$ cat config.mk
export PLATFORM = sky130hd
export DESIGN_NAME = scgwt_timers
export DESIGN_NICKNAME = d
export VERILOG_FILES = /design/src/common/scgwt_pkg.sv /design/src/verilog/scgwt_wait_cnt.sv /design/src/verilog/scgwt_guard.sv /design/src/verilog/scgwt_timers.sv
export SDC_FILE = /design/constraint.sdc
export NUM_CORES = 1
export LEC_CHECK = 0
export BUFFER_PORTS_ARGS = -buffer_cell sky130_fd_sc_hd__buf_2
export CAP_MARGIN = 20
export CORE_MARGIN = 8
export CORE_UTILIZATION = 50
export DETAILED_ROUTE_END_ITERATION = 10
export PLACE_DENSITY = 0.78
export SLEW_MARGIN = 30
export SYNTH_ARGS = -nofsm -noshare
export SYNTH_HDL_FRONTEND = slang
export SYNTH_SLANG_ARGS = --single-unit
$ cat constraint.sdc
create_clock -name core_clk_in -period 4.7 [get_ports core_clk_in]
set_clock_uncertainty 0.1 [all_clocks]
set_input_delay 0.47 -clock core_clk_in [delete_from_list [all_inputs] [get_ports core_clk_in]]
set_output_delay 0.47 -clock core_clk_in [all_outputs]
set_load 0.005 [all_outputs]
$ cat src/common/scgwt_pkg.sv
// Constants and carrier types for the guard and wait timers.
// Assumes a byte-wide register port on the core clock.
package scgwt_pkg;

    // Register byte addresses
    localparam logic [15:0] ADDR_BGT = 16'hFE16;
    localparam logic [15:0] ADDR_EGT = 16'hFE17;
    localparam logic [15:0] ADDR_BW3 = 16'hFE18;
    localparam logic [15:0] ADDR_BW2 = 16'hFE19;
    localparam logic [15:0] ADDR_BW1 = 16'hFE1A;
    localparam logic [15:0] ADDR_BW0 = 16'hFE1B;
    localparam logic [15:0] ADDR_CW1 = 16'hFE1C;
    localparam logic [15:0] ADDR_CW0 = 16'hFE1D;
    localparam logic [15:0] ADDR_STAT = 16'hFE1E;
    localparam logic [15:0] ADDR_ATRH = 16'hFE1F;
    localparam logic [15:0] ADDR_ATRL = 16'hFE20;

    // Reset values
    localparam logic [7:0] EGT_RST = 8'h0C;
    localparam logic BGT_MSB_RST = 1'h0;
    localparam logic [7:0] BYTE_RST = 8'h00;
    localparam logic [8:0] GUARD_CNT_RST = 9'h1FF;

    // Field positions and widths
    localparam int BGT_MSB_BIT = 7;
    localparam int BW3_BITS = 4;
    localparam int EGT_W = 9;
    localparam int WAIT_W = 28;
    localparam int CHAR_W = 16;
    localparam int ATR_W = 16;

    // Status register bits
    localparam int ST_WAIT_RUN = 0;
    localparam int ST_CHAR_RUN = 1;
    localparam int ST_ATR_RUN = 2;
    localparam int ST_TX_OK = 3;
    localparam int ST_ATR_SEEN = 4;

    // Character spacing floors in ETUs
    localparam logic [8:0] FLOOR_T0 = 9'h00C;
    localparam logic [8:0] FLOOR_T1 = 9'h00B;

    typedef struct packed {
        logic tx_start;
        logic rx_start;
        logic brk;
    } scgwt_evt_t;

    typedef struct packed {
        logic [15:0] addr;
        logic [7:0] wdata;
        logic wr;
        logic rd;
    } scgwt_bus_t;

endpackage

$ cat src/verilog/scgwt_wait_cnt.sv
// Restartable ETU wait counter with a one-cycle expiry pulse.
// Assumes tick, restart and stop come from logic on the core clock.
`timescale 1ns/1ps
module scgwt_wait_cnt #(
    parameter int W = 16
) (
    input wire logic core_clk_in,
    input wire logic rstn_in,
    input wire logic tick_in,
    input wire logic enable_in,
    input wire logic restart_in,
    input wire logic stop_in,
    input wire logic [W-1:0] limit_in,
    output logic running_out,
    output logic expired_out,
    output logic [W-1:0] count_out
);
    logic [W-1:0] count_r, count_nxt;
    logic run_r, run_nxt, exp_r, exp_nxt;
    wire hit = run_r & tick_in & (count_r >= limit_in);

    always_comb begin
        count_nxt = count_r;
        run_nxt = run_r;
        exp_nxt = 1'b0;
        if (restart_in && enable_in) begin
            count_nxt = '0;
            run_nxt = 1'b1;
        end else if (!enable_in || stop_in) begin
            run_nxt = 1'b0;
        end else if (hit) begin
            run_nxt = 1'b0;
            exp_nxt = 1'b1;
        end else if (run_r && tick_in) begin
            count_nxt = count_r + 1'b1;
        end
    end

    always_ff @(posedge core_clk_in or negedge rstn_in) begin
        if (!rstn_in) begin
            count_r <= '0;
            run_r <= 1'b0;
            exp_r <= 1'b0;
        end else begin
            count_r <= count_nxt;
            run_r <= run_nxt;
            exp_r <= exp_nxt;
        end
    end

    assign running_out = run_r;
    assign expired_out = exp_r;
    assign count_out = count_r;
endmodule

$ cat src/verilog/scgwt_guard.sv
// Extra guard time counter gating transmit start bits.
// Assumes one tick per ETU and a pulse per transmitted start bit.
`timescale 1ns/1ps
module scgwt_guard (
    input wire logic core_clk_in,
    input wire logic rstn_in,
    input wire logic tick_in,
    input wire logic tx_start_in,
    input wire logic t1_in,
    input wire logic brk_in,
    input wire logic [8:0] egt_in,
    output logic permit_out,
    output logic [8:0] count_out
);
    logic [8:0] count_r;
    wire [8:0] floor_w = t1_in ? scgwt_pkg::FLOOR_T1 : scgwt_pkg::FLOOR_T0;
    wire [8:0] need_w = (egt_in > floor_w) ? egt_in : floor_w;
    wire sat_w = &count_r;
    wire hold_w = !t1_in && brk_in;

    always_ff @(posedge core_clk_in or negedge rstn_in) begin
        if (!rstn_in) begin
            count_r <= scgwt_pkg::GUARD_CNT_RST;
        end else if (tx_start_in) begin
            count_r <= 9'h000;
        end else if (tick_in && !sat_w) begin
            count_r <= count_r + 9'h001;
        end
    end

    assign permit_out = (count_r >= need_w) && !hold_w;
    assign count_out = count_r;
endmodule

$ cat src/verilog/scgwt_timers.sv
// Guard, wait, character and answer-to-reset timers of the card UART.
// Assumes an ETU tick, start-bit pulses and mode levels on the core clock.
//
// Implementation choice: the address-and-strobe port.
`timescale 1ns/1ps
module scgwt_timers (
    input wire logic core_clk_in,
    input wire logic rstn_in,
    input wire scgwt_pkg::scgwt_bus_t bus_in,
    output logic [7:0] rdata_out,
    input wire logic etu_tick_in,
    input wire logic protocol_t1_in,
    input wire logic receive_answer_reset_in,
    input wire scgwt_pkg::scgwt_evt_t evt_in,
    output logic tx_permit_out,
    output logic wait_timeout_out,
    output logic char_timeout_out,
    output logic atr_timeout_out
);
    ////////////////////////////////////////////////////////////////////
    // Register storage
    logic [7:0] egt_low_r;
    logic egt_msb_r;
    logic [3:0] bw3_r;
    logic [7:0] bw2_r, bw1_r, bw0_r;
    logic [7:0] cw1_r, cw0_r;
    logic [7:0] atrh_r, atrl_r;
    logic [7:0] rdata_r, rdata_nxt;
    logic atr_seen_r;

    ////////////////////////////////////////////////////////////////////
    // Write decode
    wire wr_bgt = bus_in.wr && bus_in.addr == scgwt_pkg::ADDR_BGT;
    wire wr_egt = bus_in.wr && bus_in.addr == scgwt_pkg::ADDR_EGT;
    wire wr_bw3 = bus_in.wr && bus_in.addr == scgwt_pkg::ADDR_BW3;
    wire wr_bw2 = bus_in.wr && bus_in.addr == scgwt_pkg::ADDR_BW2;
    wire wr_bw1 = bus_in.wr && bus_in.addr == scgwt_pkg::ADDR_BW1;
    wire wr_bw0 = bus_in.wr && bus_in.addr == scgwt_pkg::ADDR_BW0;
    wire wr_cw1 = bus_in.wr && bus_in.addr == scgwt_pkg::ADDR_CW1;
    wire wr_cw0 = bus_in.wr && bus_in.addr == scgwt_pkg::ADDR_CW0;
    wire wr_atrh = bus_in.wr && bus_in.addr == scgwt_pkg::ADDR_ATRH;
    wire wr_atrl = bus_in.wr && bus_in.addr == scgwt_pkg::ADDR_ATRL;

    always_ff @(posedge core_clk_in or negedge rstn_in) begin
        if (!rstn_in) begin
            egt_low_r <= scgwt_pkg::EGT_RST;
            egt_msb_r <= scgwt_pkg::BGT_MSB_RST;
        end else begin
            if (wr_egt) egt_low_r <= bus_in.wdata;
            if (wr_bgt) egt_msb_r <= bus_in.wdata[scgwt_pkg::BGT_MSB_BIT];
        end
    end

    always_ff @(posedge core_clk_in or negedge rstn_in) begin
        if (!rstn_in) begin
            bw3_r <= scgwt_pkg::BYTE_RST[3:0];
            bw2_r <= scgwt_pkg::BYTE_RST;
            bw1_r <= scgwt_pkg::BYTE_RST;
            bw0_r <= scgwt_pkg::BYTE_RST;
        end else begin
            if (wr_bw3) bw3_r <= bus_in.wdata[scgwt_pkg::BW3_BITS-1:0];
            if (wr_bw2) bw2_r <= bus_in.wdata;
            if (wr_bw1) bw1_r <= bus_in.wdata;
            if (wr_bw0) bw0_r <= bus_in.wdata;
        end
    end

    always_ff @(posedge core_clk_in or negedge rstn_in) begin
        if (!rstn_in) begin
            cw1_r <= scgwt_pkg::BYTE_RST;
            cw0_r <= scgwt_pkg::BYTE_RST;
            atrh_r <= scgwt_pkg::BYTE_RST;
            atrl_r <= scgwt_pkg::BYTE_RST;
        end else begin
            if (wr_cw1) cw1_r <= bus_in.wdata;
            if (wr_cw0) cw0_r <= bus_in.wdata;
            if (wr_atrh) atrh_r <= bus_in.wdata;
            if (wr_atrl) atrl_r <= bus_in.wdata;
        end
    end

    ////////////////////////////////////////////////////////////////////
    // Assembled limits
    wire [8:0] egt_full = {egt_msb_r, egt_low_r};
    wire [27:0] wait_limit = {bw3_r, bw2_r, bw1_r, bw0_r};
    wire [15:0] char_limit = {cw1_r, cw0_r};
    wire [15:0] atr_limit = {atrh_r, atrl_r};

    ////////////////////////////////////////////////////////////////////
    // Guard time gate
    logic [8:0] guard_cnt;

    scgwt_guard u_guard (
        .core_clk_in(core_clk_in),
        .rstn_in(rstn_in),
        .tick_in(etu_tick_in),
        .tx_start_in(evt_in.tx_start),
        .t1_in(protocol_t1_in),
        .brk_in(evt_in.brk),
        .egt_in(egt_full),
        .permit_out(tx_permit_out),
        .count_out(guard_cnt)
    );

    ////////////////////////////////////////////////////////////////////
    // Block or work wait timer
    wire wait_restart = evt_in.tx_start ||
        (!protocol_t1_in && evt_in.rx_start);
    wire wait_stop = protocol_t1_in && evt_in.rx_start;
    logic wait_run;
    logic [27:0] wait_cnt;

    scgwt_wait_cnt #(.W(scgwt_pkg::WAIT_W)) u_wait (
        .core_clk_in(core_clk_in),
        .rstn_in(rstn_in),
        .tick_in(etu_tick_in),
        .enable_in(1'b1),
        .restart_in(wait_restart),
        .stop_in(wait_stop),
        .limit_in(wait_limit),
        .running_out(wait_run),
        .expired_out(wait_timeout_out),
        .count_out(wait_cnt)
    );

    ////////////////////////////////////////////////////////////////////
    // Character or initial wait timer
    wire char_en = protocol_t1_in || receive_answer_reset_in;
    logic char_run;
    logic [15:0] char_cnt;

    scgwt_wait_cnt #(.W(scgwt_pkg::CHAR_W)) u_char (
        .core_clk_in(core_clk_in),
        .rstn_in(rstn_in),
        .tick_in(etu_tick_in),
        .enable_in(char_en),
        .restart_in(evt_in.rx_start),
        .stop_in(1'b0),
        .limit_in(char_limit),
        .running_out(char_run),
        .expired_out(char_timeout_out),
        .count_out(char_cnt)
    );

    ////////////////////////////////////////////////////////////////////
    // Answer-to-reset timer, started once by the first start bit
    wire atr_first = evt_in.rx_start && !atr_seen_r;
    logic atr_run;
    logic [15:0] atr_cnt;

    always_ff @(posedge core_clk_in or negedge rstn_in) begin
        if (!rstn_in) begin
            atr_seen_r <= 1'b0;
        end else if (!receive_answer_reset_in) begin
            atr_seen_r <= 1'b0;
        end else if (evt_in.rx_start) begin
            atr_seen_r <= 1'b1;
        end
    end

    scgwt_wait_cnt #(.W(scgwt_pkg::ATR_W)) u_atr (
        .core_clk_in(core_clk_in),
        .rstn_in(rstn_in),
        .tick_in(etu_tick_in),
        .enable_in(receive_answer_reset_in),
        .restart_in(atr_first),
        .stop_in(1'b0),
        .limit_in(atr_limit),
        .running_out(atr_run),
        .expired_out(atr_timeout_out),
        .count_out(atr_cnt)
    );

    ////////////////////////////////////////////////////////////////////
    // Read path, data one cycle after the strobe
    wire [7:0] stat_w = {3'h0, atr_seen_r, tx_permit_out, atr_run,
        char_run, wait_run};

    always_comb begin
        rdata_nxt = 8'h00;
        case (bus_in.addr)
            scgwt_pkg::ADDR_BGT: rdata_nxt = {egt_msb_r, 7'h00};
            scgwt_pkg::ADDR_EGT: rdata_nxt = egt_low_r;
            scgwt_pkg::ADDR_BW3: rdata_nxt = {4'h0, bw3_r};
            scgwt_pkg::ADDR_BW2: rdata_nxt = bw2_r;
            scgwt_pkg::ADDR_BW1: rdata_nxt = bw1_r;
            scgwt_pkg::ADDR_BW0: rdata_nxt = bw0_r;
            scgwt_pkg::ADDR_CW1: rdata_nxt = cw1_r;
            scgwt_pkg::ADDR_CW0: rdata_nxt = cw0_r;
            scgwt_pkg::ADDR_STAT: rdata_nxt = stat_w;
            scgwt_pkg::ADDR_ATRH: rdata_nxt = atrh_r;
            scgwt_pkg::ADDR_ATRL: rdata_nxt = atrl_r;
            default: rdata_nxt = 8'h00;
        endcase
    end

    always_ff @(posedge core_clk_in or negedge rstn_in) begin
        if (!rstn_in) begin
            rdata_r <= 8'h00;
        end else if (bus_in.rd) begin
            rdata_r <= rdata_nxt;
        end else begin
            rdata_r <= 8'h00;
        end
    end

    assign rdata_out = rdata_r;
endmodule

==> results.json, run 1 <==
{
  "grt_max_degree": 96,
  "clk_latency_ns": 0.43,
  "syn_area_mm2": 0.00972,
  "end_kind": "primary output",
  "cts_resized": 0,
  "fmax_mhz": 261,
  "regArea_mm2": 0.00384,
  "root_buffer": "clkbuf_16",
  "final_cell_mix": "dfrtp_1 (142), nand2_1 (84), ha_1 (77)",
  "vias": 7981,
  "core_area_mm2": 0.0193,
  "floorplan.die_area_mm2": 0.0242,
  "multiInputGateArea_mm2": 0.00532,
  "path_depth": 15,
  "status": "finished, final reports clean",
  "drt_wl_total_mm": 25.4,
  "ant_nets": 0,
  "path_cells": "buf_2, inv_1, ha_1, nor2b_1, o21a_1, o211ai_1, and3_1, mux2i_1, ha_1, a21oi_1, o21ai_0, a21o_1, a31oi_1, nor2_1, buf_2",
  "cp_data_arrival_time_ns": 3.27,
  "use_met1_pct": 27.7,
  "worstRegToRegCells": 7,
  "gp_congestion": 0.936,
  "htreeDepth": 4,
  "antenna_found_initial": 0,
  "grt_pass1_vias": 7596,
  "grt_usage_pct": 21.3,
  "syn_area_per_cell_um2": 9.96,
  "max_slew.worst_pin.slew_ns": 0.900,
  "leakagePower_nw": 4.70,
  "layout.nets": 1104,
  "drtPass1Iterations": 5,
  "required_ns": 4.13,
  "yosys_warnings": 0,
  "clockBufferDepth": 2,
  "syn_nets": 1087,
  "hold_viol": 0,
  "critPathMaxStageDelay_ns": 0.33,
  "cts.clk_slew.worst_paths_ns": 0.06,
  "routed_via_density": 6.28,
  "path_buf_inv": 3,
  "start_util_pct": 50.4,
  "power_density_mw_per_mm2": 268,
  "gr-usage-met2_pct": 33.9,
  "critical_path_class": "in2out",
  "grt.busiest_layer": "met2",
  "area_growth_pct": 9.54,
  "dp.final_hpwl_mm": 18.0,
  "cp_top_family": "compound AO/OA/AOI/OAI gates",
  "relSlewSlack_pct": 39.9,
  "ctsHoldBuffers": 0,
  "io-pin-count": 46,
  "fin_total_pwr_mw": 2.85,
  "rows": 51,
  "peakVddDrop_v": 0.000162,
  "setup_violations": 0,
  "cts_setup_buffers": 0,
  "final_layout_size_suffix_gt1_share_pct": 21.2,
  "maxSlewViolCount": 0,
  "ys_seq_area_share_pct": 39.5,
  "regToRegStartpoint": "u_wait.count_out[23]",
  "die_y_um": 155,
  "synth_cell_types": 82,
  "grt_pass1_wl_mm": 40.9,
  "place.port_buffers": 45,
  "critPathSlowestCell": "ha_1",
  "met3_usage_pct": 5.16,
  "ys.flop_type": "dfrtp_1",
  "diodes": 0,
  "final_common_cell": "dfrtp_1",
  "synthCells": 976,
  "layout_min_cycle_time_ns": 3.84,
  "wl_per_cell_um": 20.0,
  "cts_num_sinks": 153,
  "cp_max_fo": 8,
  "startpoint_type": "input port",
  "max_cap_viol_count": 0,
  "rr_endpoint": "u_wait.count_out[8]",
  "min_period_over_period_pct": 81.6,
  "fillers": 1647,
  "grt_setup_unrepaired": "false",
  "drc": 0,
  "r2r_slack_ns": 1.37,
  "grt_overflow": 0,
  "synth-seq-cells": 153,
  "startpoint": "protocol_t1_in",
  "synth-edff-count": 0,
  "async_flop_share_pct": 100,
  "drtIter0Drc": 710,
  "cts_buffers": 17,
  "fin_tns_setup_ns": 0,
  "fp.dieW_um": 155,
  "cts_tree": "done",
  "hp-class": "in2async"
}
-- kinds of logic after synthesis --
| group | share of synthesized area (%) |
|---|---|
| mux | 9.04 |
| fa+ha+maj | 9.91 |
| compound gates | 17.2 |
| simple gates | 17.9 |
| buf+inv | 5.96 |
| xor+xnor | 0.450 |
| flops | 39.5 |
-- worst max path at each step --
| stage | end | slack (ns) |
|---|---|---|
| global placement | tx_permit_out | 1.07 |
| detailed placement | tx_permit_out | 0.99 |
| floorplan | tx_permit_out | 1.50 |
| global route | tx_permit_out | 0.64 |
| finish | tx_permit_out | 0.86 |
| CTS | tx_permit_out | 0.88 |
-- cell usage after synthesis (all sizes together) (28+ instances only) --
cell type / n / share of area (%)
clkbuf: 28 / 1.1
o31ai: 31 / 2.7
a21oi: 64 / 3.7
nand2: 86 / 3.4
nand3: 33 / 1.8
dfrtp: 142 / 37
mux2: 54 / 6.3
nor2: 39 / 1.6
o21ai: 37 / 2.0
inv: 74 / 2.9
or4: 30 / 2.4
ha: 77 / 9.9
nand4: 30 / 2.1
-- per-stage QoR --
step	hold WS, ns	setup slack (ns)	instances	utilization, %	instance area [um^2]
after floorplan	0.0744	1.50	976	-	9720
after global placement	0.386	1.07	1239	52.2	10100
after detailed placement	0.395	0.990	1239	52.2	10100
after CTS	0.0787	0.879	1271	55.2	10600
after global routing	0.0724	0.645	1271	55.3	10600
final	0.00343	0.864	1271	55.3	10600
-- power breakdown --
group          switching [mW]  internal [mW]  leakage, nW  total (mW)
clock                   0.540          0.821        0.288        1.36
sequential            0.00705           1.33         2.01        1.33
combinational           0.116         0.0428         2.40       0.159
total                   0.663           2.19         4.70        2.85
-- registers in the layout, indices dropped and copies added, names as in the netlist, 4 cells and up --
register,flops
atrl_r,8
rdata_out,8
bw1_r,8
bw0_r,8
atrh_r,8
egt_low_r,8
bw3_r,4
cw0_r,8
cw1_r,8
u_atr.count_out,16
u_wait.count_out,28
u_char.count_out,16
bw2_r,8
u_guard.count_out,9
-- layout make-up --
type	instances	share of cell area (%)
Clock buffer	24	4.52
Inverter	74	2.61
Timing Repair Buffer	54	2.83
Tap cell	265	3.11
Sequential cell	153	36.1
Clock inverter	8	0.881
Multi-Input combinational cell	693	50.0
-- layer usage --
metal / vias to the layer above / share of wire [%] / wire [um]
met4: 0 / 2.8 / 705
li1: 3696 / - / -
met1: 3925 / 43 / 10900
met3: 49 / 7.5 / 1900
met2: 311 / 47 / 11900
met5: - / 0 / 0
Note: power is estimated with default switching activity, not from simulation.
==> run 2, diff against run 1 <==
==> constraint.sdc (replaced) <==
create_clock -name core_clk_in -period 3.79 [get_ports core_clk_in]
set_clock_uncertainty 0.1 [all_clocks]
set_input_delay 0.379 -clock core_clk_in [delete_from_list [all_inputs] [get_ports core_clk_in]]
set_output_delay 0.379 -clock core_clk_in [all_outputs]
set_load 0.005 [all_outputs]
==> results.json, run 2 (same netlist as run 1, synthesis figures left out) <==
{
  "grt_pass1_wl_mm": 41.4,
  "critPathMaxStageDelay_ns": 0.41,
  "io-pin-count": 46,
  "rows": 51,
  "cts.clk_slew.worst_paths_ns": 0.06,
  "drtPass1Iterations": 5,
  "critical_path_class": "reg2out",
  "floorplan.die_area_mm2": 0.0242,
  "wl_per_cell_um": 19.9,
  "cp_common_cell": "ha_1",
  "clk_latency_ns": 0.42,
  "grt_overflow": 0,
  "diodes": 0,
  "p_clk_share_pct": 51.5,
  "place.port_buffers": 45,
  "fin_ws_ns": 0.135,
  "power.switching_mw": 0.841,
  "startpoint_type": "flop",
  "clockBufferDepth": 2,
  "antenna_found_initial": 0,
  "htreeDepth": 4,
  "hold_viol": 0,
  "max_slew.worst_pin.slew_ns": 0.861,
  "status": "finished, final reports clean",
  "critPathSlowestCell": "dfrtp_1",
  "dpl_worst_slack_ns": 0.276,
  "die_y_um": 155,
  "layout.nets": 1114,
  "drt_wl_total_mm": 25.5,
  "swShare_pct": 22.1,
  "power_density_mw_per_mm2": 352,
  "gp_congestion": 0.907,
  "cts_buffers": 17,
  "fin_hold_ws_ns": 0.206,
  "peakVddDrop_v": 0.000292,
  "path_buf_inv": 1,
  "drtIter0Drc": 631,
  "relSlewSlack_pct": 42.6,
  "dp.final_hpwl_mm": 17.9,
  "grt_max_degree": 78,
  "grt_pass1_vias": 7628,
  "min_period_over_period_pct": 96.4,
  "routed_via_density": 6.26,
  "cts_num_sinks": 153,
  "root_buffer": "clkbuf_16",
  "cp_data_arrival_time_ns": 3.18,
  "leakagePower_nw": 4.78,
  "start_util_pct": 50.4,
  "combinationalPowerShare_pct": 5.2,
  "internal_power_mw": 2.97,
  "cp_max_fo": 3,
  "final_cell_mix": "dfrtp_1 (142), nand2_1 (84), ha_1 (77)",
  "area_growth_pct": 11.5,
  "maxSlewViolCount": 0,
  "grt_usage_pct": 21.4,
  "layout_min_cycle_time_ns": 3.66,
  "hp-class": "in2reg",
  "fmax_mhz": 274,
  "path_cells": "ha_1, nor2b_1, o21a_1, o211ai_1, and3_4, mux2i_2, ha_1, a21oi_2, o21ai_0, a21o_1, a31oi_2, nor2_1, buf_2",
  "setup_violations": 0,
  "drc": 0,
  "max_cap_viol_count": 0,
  "pwr-share-seq_pct": 43.4,
  "fp.dieW_um": 155,
  "required_ns": 3.31,
  "vias": 8015,
  "final_common_cell": "dfrtp_1",
  "ant_nets": 0,
  "end_kind": "primary output",
  "cp_top_family": "compound AO/OA/AOI/OAI gates",
  "core_area_mm2": 0.0193,
  "r2r_slack_ns": 0.52,
  "largest_reg_flops": 28,
  "final_layout_size_suffix_gt1_share_pct": 22.5,
  "cts_tree": "done"
}
==> run 2: cell count changes in the layout (fill, tap and decap cells not counted), sizes merged <==
cell         before  now
buf              53   63
bufinv            2    6
clkbuf           25   20
clkinv            6    5
clkinvlp          0    1
dlygate4sd3       0    1
==> run 2: final cells by class <==
class | instances | area, um^2
Multi-Input combinational cell | 693 | 5330
Sequential cell | 153 | 3840
Clock buffer | 20 | 457
Inverter | 74 | 278
Tap cell | 265 | 332
Clock inverter | 12 | 220
Fill cell | 1624 | 8440
Timing Repair Buffer | 64 | 377
==> run 2: timing repair <==
action	in CTS	in global routing
endpoints found under the hold margin	72	0
endpoints found under the setup margin	0	1
resized for setup	0	5
setup buffers	0	2
hold buffers	1	0
==> run 2: stage by stage <==
| step | power [mW] | instance area [um^2] | instances | TNS (ns) | utilization [%] |
|---|---|---|---|---|---|
| floorplan | 1.78 | 9720 | 976 | 0 | - |
| global placement | 1.87 | 10100 | 1246 | 0 | 52.5 |
| detailed placement | 1.87 | 10100 | 1246 | 0 | 52.5 |
| CTS | 3.82 | 10800 | 1279 | 0 | 56.0 |
| global route | 3.92 | 10800 | 1281 | -0.0233 | 56.2 |
| finish | 3.81 | 10800 | 1281 | 0 | 56.2 |
==> run 2: power by group through the flow <==
stage | Clock (mW) | Sequential (mW) | Combinational, mW
3_5_place_dp | 0 | 1.68 | 0.193
4_1_cts | 1.98 | 1.65 | 0.196
2_1_floorplan | 0 | 1.68 | 0.0968
3_3_place_gp | 0 | 1.68 | 0.189
5_1_grt | 2.05 | 1.65 | 0.216
6_report | 1.96 | 1.65 | 0.198
==> run 2: path summary, 6_finish.rpt <==
kind / from / endpoint / cells past startpoint
min in group asynchronous: rstn_in / u_wait.count_out[12] / 2
hold reg to reg: bw1_r[2] / bw1_r[2] / 1
setup reg to reg: egt_low_r[1] / rdata_out[3] / 14
setup / recovery: egt_low_r[1] / tx_permit_out / 13
max in group asynchronous: rstn_in / u_guard.count_out[6] / 3
hold / removal: receive_answer_reset_in / atr_seen_r / 2
==> run 2: layer usage <==
metal / global-route usage, % / part of all wire, %
met3: 5.24 / 7.4
met4: 6.38 / 2.4
met2: 33.7 / 47
met1: 28.6 / 43
met5: 0 / 0
==> run 3, diff against run 2 <==
--- a/config.mk
+++ b/config.mk
@@ -7,8 +7,8 @@
 export LEC_CHECK = 0
 export BUFFER_PORTS_ARGS = -buffer_cell sky130_fd_sc_hd__buf_2
 export CAP_MARGIN = 20
-export CORE_MARGIN = 8
 export CORE_UTILIZATION = 50
+export CTS_BUF_LIST = sky130_fd_sc_hd__clkbuf_16
 export DETAILED_ROUTE_END_ITERATION = 10
 export PLACE_DENSITY = 0.78
 export SLEW_MARGIN = 30
==> results.json, run 3 (same netlist as run 1, synthesis figures left out) <==
{
  "final_cell_mix": "dfrtp_1 (142), nand2_1 (84), ha_1 (77)",
  "area_growth_pct": 10.5,
  "io-pin-count": 46,
  "final_core_util_pct": 56.9,
  "cp_common_cell": "ha_1",
  "fp.dieW_um": 141,
  "clockBufferDepth": 2,
  "floorplan.die_area_mm2": 0.0200,
  "hold_viol": 0,
  "routed_via_density": 6.32,
  "dp.final_hpwl_mm": 17.7,
  "status": "finished, final reports clean",
  "core_area_mm2": 0.0189,
  "grt_pass1_vias": 7676,
  "use_met1_pct": 33.9,
  "required_ns": 3.31,
  "setup_violations": 0,
  "power_density_mw_per_mm2": 337,
  "path_cells": "ha_1, nor2b_1, o21a_1, o211ai_1, and3_4, mux2i_1, ha_1, a21oi_1, o21ai_0, a21o_1, a31oi_2, nor2_1, buf_2",
  "met3_usage_pct": 7.09,
  "layout.nets": 1113,
  "drt_wl_total_mm": 24.8,
  "final_common_cell": "dfrtp_1",
  "critical_path_class": "reg2out",
  "max_cap_viol_count": 0,
  "wl_per_cell_um": 19.4,
  "path_buf_inv": 1,
  "grt_pass1_wl_mm": 40.4,
  "leakagePower_nw": 4.74,
  "grt_setup_unrepaired": "false",
  "cts.clk_slew.worst_paths_ns": 0.06,
  "antenna_found_initial": 2,
  "gr-usage-met2_pct": 41.6,
  "rows": 50,
  "fillers": 1598,
  "gp_congestion": 0.933,
  "grt_overflow": 0,
  "fin_tns_setup_ns": 0,
  "grt_max_degree": 68,
  "clk_latency_ns": 0.44,
  "ant_nets": 0,
  "startpoint_type": "flop",
  "drc": 0,
  "maxSlewViolCount": 0,
  "grt.busiest_layer": "met2",
  "min_period_over_period_pct": 94.3,
  "vias": 8069,
  "drtIter0Drc": 831,
  "final_layout_size_suffix_gt1_share_pct": 22.2,
  "root_buffer": "clkbuf_16",
  "relSlewSlack_pct": 41.6,
  "cts_tree": "done",
  "die_y_um": 141,
  "cts_num_sinks": 153,
  "layout_min_cycle_time_ns": 3.57,
  "grt_usage_pct": 25.9,
  "fmax_mhz": 280,
  "cts_buffers": 17,
  "end_kind": "primary output",
  "max_slew.worst_pin.slew_ns": 0.876,
  "largest_reg_flops": 28,
  "cp_data_arrival_time_ns": 3.10,
  "peakVddDrop_v": 0.000286,
  "cp_top_family": "compound AO/OA/AOI/OAI gates",
  "critPathMaxStageDelay_ns": 0.41,
  "hp-class": "in2reg",
  "htreeDepth": 4,
  "critPathSlowestCell": "dfrtp_1",
  "start_util_pct": 51.5,
  "place.port_buffers": 45,
  "cp_max_fo": 4,
  "drtPass1Iterations": 5
}
## run 3: cell count changes in the layout (fill, tap and decap cells not counted), sizes merged
cell and change:
bufinv -3, clkinvlp +3, buf -1, inv +3
clkbuf -3, diode +1
## run 3: worst register-to-register path: stages (launching register included)
cell	delay, ns
dfrtp_1	0.41
ha_1	0.30
nor2b_1	0.14
o21a_1	0.16
o211ai_1	0.18
and3_4	0.23
buf_4	0.11
mux2i_1	0.07
ha_1	0.30
nand2_1	0.05
o21ai_0	0.17
a21o_1	0.16
a31oi_2	0.08
or4_1	0.52
a31oi_1	0.13
## run 3: stage by stage
step / power (mW) / setup WS [ns] / area, um^2 / instances / hold WS (ns)
floorplan: 1.78 / 0.732 / 9720 / 976 / -0.0166
global placement: 1.87 / 0.344 / 10100 / 1240 / 0.292
detailed placement: 1.87 / 0.253 / 10100 / 1240 / 0.299
CTS: 3.63 / 0.144 / 10700 / 1273 / 0.149
global route: 3.71 / 0.0240 / 10700 / 1275 / 0.166
finish: 3.62 / 0.216 / 10700 / 1276 / 0.151
## run 3: metal layers
metal	vias to the layer above	routed length, um
li1	3712	-
met1	3967	10400
met2	337	11700
met3	51	2090
met4	2	569
met5	-	13
## run 3: where the power goes
part / internal, mW / total (mW) / switching (mW)
registers: 1.64 / 1.65 / 0.00852
logic: 0.0558 / 0.197 / 0.141
clock network: 1.04 / 1.77 / 0.738
## run 3: final cells by class
| class | count | area, um^2 | share of cell area, % |
|---|---|---|---|
| multi-input combinational | 693 | 5320 | 49.5 |
| sequential | 153 | 3840 | 35.8 |
| clock buffer | 17 | 425 | 3.96 |
| timing repair buffer | 63 | 382 | 3.55 |
| tap | 260 | 325 | 3.03 |
| inverter | 74 | 278 | 2.58 |
| clock inverter | 15 | 174 | 1.62 |
| antenna | 1 | 2.50 | 0.0233 |
## run 3: final timing paths
kind,cells after the start,startpoint,to,slack (ns)
worst max-delay path,13,egt_low_r[1],tx_permit_out,0.22
worst min-delay path,2,receive_answer_reset_in,atr_seen_r,0.15
worst max register to register,14,egt_low_r[1],rdata_out[3],0.61
worst min register to register,1,bw1_r[2],bw1_r[2],0.41
max in group asynchronous,3,rstn_in,u_char.count_out[0],2.39
min in group asynchronous,2,rstn_in,u_wait.count_out[27],0.38
## run 3: what timing repair did
item                       CTS  global route
hold endpoints to repair    50             0
setup endpoints to repair    0             1
resized for setup            0             3
hold buffers                 1             0
setup buffers                0             2
